`config.mk`:
```
export PLATFORM = sky130hd
export DESIGN_NAME = wsr_top
export DESIGN_NICKNAME = d
export VERILOG_FILES = /design/src/wsr_pkg.sv /design/src/wsr_top.sv
export VERILOG_INCLUDE_DIRS = /design/src
export SDC_FILE = /design/constraint.sdc
export NUM_CORES = 1
export LEC_CHECK = 0
export BUFFER_PORTS_ARGS = -buffer_cell sky130_fd_sc_hd__clkbuf_2
export CORE_MARGIN = 5
export CORE_UTILIZATION = 38
export DETAILED_ROUTE_END_ITERATION = 8
export PLACE_DENSITY_LB_ADDON = 0.08
export SLEW_MARGIN = 40
export SYNTH_ARGS = -nofsm -noshare
export SYNTH_HDL_FRONTEND = slang
export SYNTH_SLANG_ARGS = --single-unit
```
`constraint.sdc`:
```
create_clock -name clock -period 0.9 [get_ports clock]
set_clock_uncertainty 0.2 [all_clocks]
set_input_delay 0.045 -clock clock [delete_from_list [all_inputs] [get_ports clock]]
set_output_delay 0.045 -clock clock [all_outputs]
set_load 0.02 [all_outputs]
```
`src/wsr_cfg.svh`:
```
/*
 Constants for the warning status registers: parameter addresses, bit
 positions, reset values and masks. Assumes the includer needs only
 macros; holds no logic.
*/
`ifndef WSR_CFG_SVH
`define WSR_CFG_SVH

`define WSR_ADDR_ACTIVE   16'h1c16
`define WSR_ADDR_LATCHED  16'h1c18

`define WSR_BIT_GENERAL   0
`define WSR_BIT_STAGE_TMP 1
`define WSR_BIT_MOTOR_TMP 2
`define WSR_BIT_STAGE_I2T 4
`define WSR_BIT_MOTOR_I2T 5
`define WSR_BIT_CAN       7
`define WSR_BIT_ENCODER   8
`define WSR_BIT_RS485     9
`define WSR_BIT_TORQUE    10
`define WSR_BIT_UNDERVOLT 11
`define WSR_BIT_FIELDBUS2 12
`define WSR_BIT_POS_BUSY  13
`define WSR_BIT_ETHERNET  14

`define WSR_WORD_RESET    16'h0000
`define WSR_RSVD_MASK     16'h8048
`define WSR_SELF_CLR_MASK 16'h2c00

`endif

```
`src/wsr_pkg.sv`:
```
/*
 Types shared by the warning status registers. Assumes wsr_cfg.svh
 supplies the numeric constants.
*/
package wsr_pkg;
    typedef logic [15:0] wsr_word_t;
    typedef logic [15:0] wsr_addr_t;
endpackage

```
`src/wsr_top.sv`:
```
/*
 Warning status registers: live and latched warning words read as
 parameters. Assumes warning sources are logic on this clock, except
 the two torque off inputs, which are pins and are synchronised here.
*/
`timescale 1ns/1ns
`include "wsr_cfg.svh"

module wsr_top (
    input  wire logic               clock,
    input  wire logic               sys_rst,
    input  wire logic               general_warn,
    input  wire logic               stage_temp_warn,
    input  wire logic               motor_temp_warn,
    input  wire logic               stage_overload_warn,
    input  wire logic               motor_overload_warn,
    input  wire logic               can_warn,
    input  wire logic               encoder_warn,
    input  wire logic               rs485_warn,
    input  wire logic               torque_off_input_a,
    input  wire logic               torque_off_input_b,
    input  wire logic               undervolt_warn,
    input  wire logic               fieldbus2_warn,
    input  wire logic               pos_capture_busy,
    input  wire logic               ethernet_warn,
    input  wire logic               fault_clear_command,
    input  wire logic               param_rd_req,
    input  wire wsr_pkg::wsr_addr_t param_rd_addr,
    output wsr_pkg::wsr_word_t      param_rd_data,
    output logic                    param_rd_ack,
    output logic                    param_rd_err,
    output wsr_pkg::wsr_word_t      active_warning_word,
    output wsr_pkg::wsr_word_t      latched_warning_word
);

    wsr_pkg::wsr_word_t active_reg;
    wsr_pkg::wsr_word_t active_next;
    wsr_pkg::wsr_word_t latched_reg;
    wsr_pkg::wsr_word_t latched_next;
    wsr_pkg::wsr_word_t rd_data_reg;
    logic               rd_ack_reg;
    logic               rd_err_reg;
    logic [1:0]         torque_off_input_a_sync_reg;
    logic [1:0]         torque_off_input_b_sync_reg;

    // Torque off pins are asynchronous; first stage feeds only the second
    always_ff @(posedge clock) begin
        if (sys_rst) begin
            torque_off_input_a_sync_reg <= 2'h0;
            torque_off_input_b_sync_reg <= 2'h0;
        end else begin
            torque_off_input_a_sync_reg <= {torque_off_input_a_sync_reg[0], torque_off_input_a};
            torque_off_input_b_sync_reg <= {torque_off_input_b_sync_reg[0], torque_off_input_b};
        end
    end

    // Map each live condition to its bit; unassigned bits stay zero
    always_comb begin
        active_next = `WSR_WORD_RESET;
        active_next[`WSR_BIT_GENERAL]   = general_warn;
        active_next[`WSR_BIT_STAGE_TMP] = stage_temp_warn;
        active_next[`WSR_BIT_MOTOR_TMP] = motor_temp_warn;
        active_next[`WSR_BIT_STAGE_I2T] = stage_overload_warn;
        active_next[`WSR_BIT_MOTOR_I2T] = motor_overload_warn;
        active_next[`WSR_BIT_CAN]       = can_warn;
        active_next[`WSR_BIT_ENCODER]   = encoder_warn;
        active_next[`WSR_BIT_RS485]     = rs485_warn;
        active_next[`WSR_BIT_TORQUE]    = torque_off_input_a_sync_reg[1]
                                        | torque_off_input_b_sync_reg[1];
        active_next[`WSR_BIT_UNDERVOLT] = undervolt_warn;
        active_next[`WSR_BIT_FIELDBUS2] = fieldbus2_warn;
        active_next[`WSR_BIT_POS_BUSY]  = pos_capture_busy;
        active_next[`WSR_BIT_ETHERNET]  = ethernet_warn;
        active_next = active_next & ~`WSR_RSVD_MASK;
    end

    // Latch: held bits survive unless cleared, self-clearing bits are
    // dropped; new activity is ORed last so a set beats a same-cycle clear
    always_comb begin
        latched_next = latched_reg & ~`WSR_SELF_CLR_MASK;
        if (fault_clear_command) begin
            latched_next = `WSR_WORD_RESET;
        end
        latched_next = (latched_next | active_next)
                     & ~`WSR_RSVD_MASK;
    end

    // Both words register on the same edge so every live bit shows in the latched word in the same cycle
    always_ff @(posedge clock) begin
        if (sys_rst) begin
            active_reg  <= `WSR_WORD_RESET;
            latched_reg <= `WSR_WORD_RESET;
        end else begin
            active_reg  <= active_next;
            latched_reg <= latched_next;
        end
    end

    // Parameter read: answer one cycle after the request
    always_ff @(posedge clock) begin
        if (sys_rst) begin
            rd_data_reg <= `WSR_WORD_RESET;
            rd_ack_reg  <= 1'b0;
            rd_err_reg  <= 1'b0;
        end else begin
            rd_ack_reg  <= param_rd_req;
            rd_err_reg  <= 1'b0;
            rd_data_reg <= `WSR_WORD_RESET;
            if (param_rd_req) begin
                if (param_rd_addr == `WSR_ADDR_ACTIVE) begin
                    rd_data_reg <= active_reg;
                end else if (param_rd_addr == `WSR_ADDR_LATCHED) begin
                    rd_data_reg <= latched_reg;
                end else begin
                    rd_err_reg  <= 1'b1;   // Unknown address, data zero
                end
            end
        end
    end

    assign param_rd_data        = rd_data_reg;
    assign param_rd_ack         = rd_ack_reg;
    assign param_rd_err         = rd_err_reg;
    assign active_warning_word  = active_reg;
    assign latched_warning_word = latched_reg;
endmodule

```
==> results of run 1 <==
==> logic make-up after synthesis <==
kind of cell	Yosys count	synth area share, %
buffers and inverters	22	10.04
and+or+nand+nor	53	21.73
DFF	42	58.18
AOI/OAI and AO/OA	22	9.784
other	1	0.2595
==> area by class of cell <==
class | count | area, µm²
clock inverter | 2 | 37.54
sequential | 42 | 895.9
clock buffer | 6 | 72.57
inverter | 4 | 15.01
timing repair buffer | 122 | 1256
fill | 206 | 666.9
multi-input combinational | 84 | 656.9
tap | 48 | 60.06
==> metal layers <==
metal,GRT usage (%),up-vias,part of all wire [%]
met4,4.384,0,1.0
met5,0,-,0
met1,20.65,677,38
met3,5.470,7,5.7
li1,-,685,-
met2,33.16,50,56
==> synthesized netlist by cell type <==
cell | count | share of area, %
dfxtp_1 | 42 | 58
nor2b_1 | 17 | 7.4
nor2_1 | 15 | 3.9
nor3_1 | 13 | 4.5
buf_4 | 12 | 6.2
a21oi_1 | 10 | 3.5
a22oi_1 | 10 | 5.2
inv_1 | 3 | 0.78
buf_2 | 2 | 0.69
buf_6 | 2 | 1.6
clkbuf_1 | 2 | 0.52
nand3_1 | 2 | 0.69
and2_1 | 1 | 0.43
and3b_1 | 1 | 0.61
clkinv_1 | 1 | 0.26
conb_1 | 1 | 0.26
nand4_4 | 1 | 1.5
nor2b_4 | 1 | 0.95
nor3b_1 | 1 | 0.52
nor3b_4 | 1 | 1.3
o2111ai_1 | 1 | 0.61
o21a_1 | 1 | 0.52
==> power by group through the flow <==
stage / registers, mW / clock network, mW / logic, mW
6_report: 2.01 / 1.47 / 0.808
4_1_cts: 1.99 / 1.48 / 0.739
5_1_grt: 2.02 / 1.60 / 0.856
3_3_place_gp: 2.02 / 0 / 0.457
2_1_floorplan: 2.10 / 0 / 0.227
3_5_place_dp: 2.03 / 0 / 0.466
==> path summary, 6_finish.rpt <==
kind | from | end | cells after the start
setup / recovery | active_warning_word[10] | latched_warning_word[10] | 1
hold / removal | param_rd_addr[13] | param_rd_data[11] | 4
setup reg to reg | active_warning_word[1] | param_rd_data[1] | 3
hold reg to reg | torque_off_input_b_sync_reg[0] | torque_off_input_b_sync_reg[1] | 1
==> cells in the final DEF, fill, tap and decap left out, types with 9 or more instances in the layout <==
master,n
clkbuf_2,33
buf_6,18
buf_8,41
nor2_1,15
dfxtp_2,35
a21oi_2,10
buf_4,15
dlygate4sd3_1,14
nor3_2,11
a22oi_2,10
conb_1,9
nor2b_1,16
==> repair_timing <==
item	4_1_cts	5_1_grt
gates resized for setup	136	60
pin swaps	12	14
hold endpoints to repair	33	11
setup buffers	19	2
setup endpoints to repair	42	63
==> results.cfg, run 1 <==
[worst_setup_path]
crit_buf_inv = 1
cp_slowest_cell = dfxtp_4
worstSetupEndpointType = output port
arrival_ns = 0.78
reg2reg_slack_ns = -0.12
crit_chain = buf_8
start_kind = flop
crit_type = flop to output port
critPathTopFamily = flip-flops
path_max_fanout = 3
max_stage_delay_ns = 0.37
cp.required_ns = 0.65

[global_routing]
grt_pass1_wl_um = 7307
grt_use_total_pct = 18.21
grt_max_degree = 28
antenna_found_initial = 0
grt_pass1_vias = 1535
grt-ovfl-total = 0

[power_and_ir_drop]
p_per_area_nw_per_um2 = 1433
internal_power_mw = 3.223
p_sw_mw = 1.066
p_total_mw = 4.290
clock_power_share_pct = 34.2
vdd_drop_max_mv = 1.195
combPwrFrac_pct = 18.8
p_leak_nw = 1.273
seqPwrFrac_pct = 47.0
switching_share_pct = 24.85

[finish]
fin_util_pct = 81.78
fin_nets = 293
drive_gt1_share_pct = 73.46
stdcell_count = 308
design_area_um2 = 2994
insertedDiodeCount = 0
area_growth_pct = 107.2

[floorplan]
dieArea_um2 = 5137
core_um2 = 3661
ioPinCount = 84
die_y_um = 71.67
rows = 22
initial_utilization_pct = 39.47
fp.dieW_um = 71.67

[yosys]
synth_cells = 140
ys_types = 22
ys.warnings.count = 0
synthesis.area_um2 = 1445
ys_ff_latch = 42
avgSynthCellArea_um2 = 10.32
ys_seq_area_share_pct = 58.18

[clock_tree]
clock_sink_count = 42
cts.clk_slew.worst_paths_ns = 0.08
cts_hold_buf = 14
cts_tree = built
htree_levels = 2
cts_buffers = 5
clock_latency_ns = 0.29
cts_buffer_depth = 2
cts_root_buffer = clkbuf_8

[timing]
rsz0062_at_grt = true
finalCritPeriodShare_pct = 114.1
setup_viol = 63
slew_violations = 0
layout_setup_ws_ns = -0.1273
fmax_mhz = 973.4
tns_ns = -5.387
finalHoldViolCount = 12
hold-worst-slack_ns = -0.1053
final.min_clock_period_ns = 1.027

[placement]
placedCellCount = 265
pre_cts_ws_ns = -0.2782
place.gp.congestion = 0.7566
hpwl_um = 2868
port_buffers = 74
dpl_cell_area_um2 = 1996

[route]
vias_per_cell = 4.607
routedWlPerCell_um = 15.21
remaining_drc_errors = 0
wirelength_um = 4685
ant_nets = 0
drt_pre_antenna_iters = 4
drtIter0Drc = 32
vias = 1419

[min_path]
min_path_type = input pin to flop

[flow_run]
drv_cap = 0

[status]
status = finished with violations
violations = negative hold slack, negative setup slack
Power figures use the tool's default switching activity.
==> run 2, diff against run 1 <==
--- a/config.mk
+++ b/config.mk
@@ -6,10 +6,10 @@
 export SDC_FILE = /design/constraint.sdc
 export NUM_CORES = 1
 export LEC_CHECK = 0
-export BUFFER_PORTS_ARGS = -buffer_cell sky130_fd_sc_hd__clkbuf_2
 export CORE_MARGIN = 5
-export CORE_UTILIZATION = 38
+export CORE_UTILIZATION = 54
 export DETAILED_ROUTE_END_ITERATION = 8
+export DONT_BUFFER_PORTS = 1
 export PLACE_DENSITY_LB_ADDON = 0.08
 export SLEW_MARGIN = 40
 export SYNTH_ARGS = -nofsm -noshare
==> constraint.sdc (replaced) <==
create_clock -name clock -period 0.87 [get_ports clock]
set_clock_uncertainty 0.2 [all_clocks]
set_input_delay 0.0435 -clock clock [delete_from_list [all_inputs] [get_ports clock]]
set_output_delay 0.0435 -clock clock [all_outputs]
set_load 0.02 [all_outputs]
==> results.cfg, run 2 (same netlist as run 1, synthesis figures left out) <==
[global_routing]
grt_pass1_vias = 1394
grt_pass1_wl_um = 6948
grt_max_degree = 29
grt_use_total_pct = 26.20
antenna_found_initial = 0
grt-ovfl-total = 0

[finish]
fin_nets = 241
mostFrequentLayoutCells = 41 x buf_6, 23 x dfxtp_2, 16 x nor2b_1
insertedDiodeCount = 0
drive_gt1_share_pct = 67.96
fin_util_pct = 96.38
final_common_cell = buf_6
area_growth_pct = 68.22
nFillCells = 48

[worst_setup_path]
arrival_ns = 0.91
reg2reg_to = param_rd_data[14]
reg2reg_depth = 3
cp_slowest_cell = dfxtp_2
cp.required_ns = 0.63
crit_type = flop to output port
critical_path_depth = 1
reg2reg_slack_ns = -0.27
path_max_fanout = 2
max_stage_delay_ns = 0.40
critPathTopFamily = flip-flops
startpoint = active_warning_word[13]
worstSetupEndpoint = active_warning_word[13]
crit_chain = buf_6
reg2reg_from = active_warning_word[14]
crit_buf_inv = 1
start_kind = flop
worstSetupEndpointType = output port

[floorplan]
rows = 18
initial_utilization_pct = 57.29
dieArea_um2 = 3811
core_um2 = 2522
fp.dieW_um = 61.73
ioPinCount = 84
die_y_um = 61.73

[min_path]
hold_depth = 1
min_path_type = input pin to flop

[power_and_ir_drop]
vdd_drop_max_mv = 1.873
p_sw_mw = 1.071
p_leak_nw = 0.9789
internal_power_mw = 2.690
combPwrFrac_pct = 18.6
seqPwrFrac_pct = 54.5
p_per_area_nw_per_um2 = 1547
clock_power_share_pct = 27.0
p_total_mw = 3.761
switching_share_pct = 28.48

[placement]
place.gp.congestion = 0.7770
hpwl_um = 2357
port_buffers = 0

[timing]
tightest_slew_ns = 0.6095
rsz0062_at_grt = true
slew_violations = 0
hold-worst-slack_ns = -0.4737
slew_headroom_pct = 59.11
final.min_clock_period_ns = 1.158
finalCritPeriodShare_pct = 133.1
finalHoldViolCount = 27
setup_viol = 65
fmax_mhz = 863.5
layout_setup_ws_ns = -0.2881

[route]
wirelength_um = 6332
drtIter0Drc = 88
drt_pre_antenna_iters = 4
routedWlPerCell_um = 26.83
ant_nets = 0
vias_per_cell = 6.055
vias = 1429
remaining_drc_errors = 0

[clock_tree]
clock_latency_ns = 0.36
cts_tree = built
clock_sink_count = 42
cts_buffers = 5
htree_levels = 2
cts_root_buffer = clkbuf_4
cts_buffer_depth = 2
cts.clk_slew.worst_paths_ns = 0.13

[status]
violations = negative hold slack, negative setup slack
status = finished with violations

[flow_run]
drv_cap = 0
run 2: changes by cell type in the layout (fill, tap and decap cells not counted), sizes merged:
cell / previous run / this run
dlygate4sd3: 14 / 15
clkinvlp: 1 / 0
buf: 75 / 55
clkbuf: 39 / 6
bufinv: 1 / 0
run 2: timing repair:
item / CTS / global route
setup endpoints to repair: 44 / 64
buffers inserted: 17 / 7
hold buffers: 15 / 1
endpoints found under the hold margin: 42 / 28
resized for setup: 97 / 16
pin swaps: 10 / 12
run 2: layout make-up:
class	instances	area [µm²]	share of cell area, %
timing repair buffer	70	729.5	30.01
multi-input combinational	84	671.9	27.64
clock buffer	6	51.30	2.110
sequential	42	925.9	38.09
inverter	4	15.01	0.6176
tap	30	37.54	1.544
run 2: metrics by stage:
| step | area, µm² | setup WS (ns) | cells | setup TNS [ns] |
|---|---|---|---|---|
| global route | 2431 | -0.3227 | 236 | -12.34 |
| global placement | 1747 | -0.1318 | 192 | -1.529 |
| CTS | 2332 | -0.2133 | 230 | -8.028 |
| finish | 2431 | -0.2881 | 236 | -10.57 |
| detailed placement | 1747 | -0.1826 | 192 | -2.091 |
| floorplan | 1592 | -0.08681 | 148 | -1.184 |
run 2: power groups by stage:
| stage | logic (mW) | registers (mW) | clock network (mW) |
|---|---|---|---|
| after CTS | 0.590 | 2.03 | 0.926 |
| after detailed placement | 0.384 | 2.10 | 0 |
| final | 0.698 | 2.05 | 1.01 |
| after floorplan | 0.235 | 2.17 | 0 |
| after global routing | 0.728 | 2.05 | 1.09 |
| after global placement | 0.376 | 2.10 | 0 |
run 2: worst register-to-register path, delay by kind of cell (launching register included):
| family | cells | cell delay, ns |
|---|---|---|
| AO/OA/AOI/OAI | 1 | 0.06 |
| buffers and inverters | 1 | 0.13 |
| flip-flops | 1 | 0.39 |
| AND/OR/NAND/NOR | 1 | 0.25 |
run 2: worst min-delay path by stage:
| stage | startpoint | end | slack, ns |
|---|---|---|---|
| after floorplan | ethernet_warn | latched_warning_word[14] | -0.04 |
| after global placement | sys_rst | latched_warning_word[14] | -0.09 |
| after detailed placement | sys_rst | latched_warning_word[14] | -0.09 |
| after CTS | sys_rst | latched_warning_word[8] | -0.46 |
| after global routing | sys_rst | latched_warning_word[4] | -0.48 |
| final | sys_rst | latched_warning_word[1] | -0.47 |
run 2: layer usage:
metal,share of wire [%],up-vias,track usage [%]
met1,32,685,25.55
met2,51,131,49.18
li1,-,578,-
met3,10,35,8.678
met5,0,-,0
met4,6.1,0,12.42
==> run 3, diff against run 2 <==
==> constraint.sdc (replaced) <==
create_clock -name clock -period 0.87 [get_ports clock]
set_clock_uncertainty 0.2 [all_clocks]
set_input_delay 0.087 -clock clock [delete_from_list [all_inputs] [get_ports clock]]
set_output_delay 0.087 -clock clock [all_outputs]
set_load 0.02 [all_outputs]
==> results.cfg, run 3 (same netlist as run 1, synthesis figures left out) <==
[status]
status = finished with violations
violations = negative hold slack, negative setup slack

[timing]
fmax_mhz = 839.4
setup_viol = 63
rsz0062_at_grt = true
hold-worst-slack_ns = -0.4275
finalCritPeriodShare_pct = 136.9
final.min_clock_period_ns = 1.191
slew_violations = 0
slew_headroom_pct = 61.62
finalHoldViolCount = 27
tightest_slew_ns = 0.5722
layout_setup_ws_ns = -0.3214

[floorplan]
ioPinCount = 84
fp.dieW_um = 61.73
dieArea_um2 = 3811
core_um2 = 2522
rows = 18
die_y_um = 61.73
initial_utilization_pct = 57.29

[clock_tree]
cts_buffers = 5
cts.clk_slew.worst_paths_ns = 0.14
cts_buffer_depth = 2
clock_sink_count = 42
cts_root_buffer = clkbuf_4
htree_levels = 2
cts_tree = built
clock_latency_ns = 0.37

[worst_setup_path]
arrival_ns = 0.90
start_kind = flop
critPathTopFamily = flip-flops
crit_buf_inv = 1
cp.required_ns = 0.58
cp_slowest_cell = dfxtp_2
crit_chain = buf_6
crit_type = flop to output port
worstSetupEndpointType = output port
max_stage_delay_ns = 0.39
path_max_fanout = 2

[global_routing]
grt_pass1_wl_um = 6693
grt-ovfl-total = 0
grt_use_total_pct = 25.05
antenna_found_initial = 1
grt_max_degree = 29
grt_pass1_vias = 1365

[power_and_ir_drop]
vdd_drop_max_mv = 1.999
p_per_area_nw_per_um2 = 1660
p_leak_nw = 0.9689
p_total_mw = 4.036

[placement]
port_buffers = 0
hpwl_um = 2314
place.gp.congestion = 0.7468
placedCellCount = 191
pre_cts_ws_ns = -0.2049

[finish]
area_growth_pct = 68.22
final_common_cell = buf_6
drive_gt1_share_pct = 66.18
fin_nets = 237
mostFrequentLayoutCells = 40 x buf_6, 22 x dfxtp_2, 16 x nor2b_1, 16 x dfxtp_4
stdcell_count = 235

[route]
wirelength_um = 6466
drt_pre_antenna_iters = 4
vias = 1422
ant_nets = 0
routedWlPerCell_um = 27.51
vias_per_cell = 6.051
drtIter0Drc = 110
remaining_drc_errors = 0

[flow_run]
drv_cap = 0

[min_path]
min_path_type = input pin to flop
run 3: cell type report:
type / instances / area (µm²)
inverter: 4 / 15.01
sequential: 42 / 928.4
clock buffer: 7 / 45.04
multi-input combinational: 84 / 676.9
timing repair buffer: 66 / 695.7
fill: 48 / 91.34
clock inverter: 1 / 30.03
tap: 30 / 37.54
antenna: 1 / 2.502
run 3: worst paths after layout:
kind / depth (start not counted) / endpoint / start / slack, ns
max: 1 / latched_warning_word[13] / active_warning_word[13] / -0.32
min: 1 / latched_warning_word[14] / sys_rst / -0.43
max reg2reg: 3 / param_rd_data[9] / active_warning_word[9] / -0.21
min reg2reg: 1 / torque_off_input_b_sync_reg[1] / torque_off_input_b_sync_reg[0] / 0.28
run 3: timing repair:
item | in CTS | in global routing
hold buffers | 15 | 1
buffers inserted | 15 | 12
hold endpoints to repair | 42 | 28
pin swaps | 18 | 21
resized for setup | 91 | 21
setup endpoints to repair | 45 | 65
run 3: power by group:
group / total (mW) / leakage [nW] / switching (mW) / internal (mW)
clock: 1.31 / 0.0395 / 0.696 / 0.611
sequential: 2.05 / 0.364 / 0.0811 / 1.97
combinational: 0.681 / 0.565 / 0.338 / 0.343
run 3: per-layer routing:
layer  vias to the layer above  routed length [µm]  track usage (%)
li1                        574                   -                -
met1                       672                2134            27.13
met2                       130                3175            44.10
met3                        46                 653            11.16
met4                         0                 502            7.273
met5                         -                   0                0
run 3: stage by stage:
step	area [µm²]	util (%)	hold WS [ns]	setup TNS, ns
CTS	2321	92.01	-0.4109	-9.824
global placement	1743	69.10	-0.04463	-2.488
floorplan	1595	-	0.004308	-1.793
finish	2431	96.38	-0.4275	-12.61
global route	2431	96.38	-0.4425	-13.98
detailed placement	1743	69.10	-0.04066	-2.943
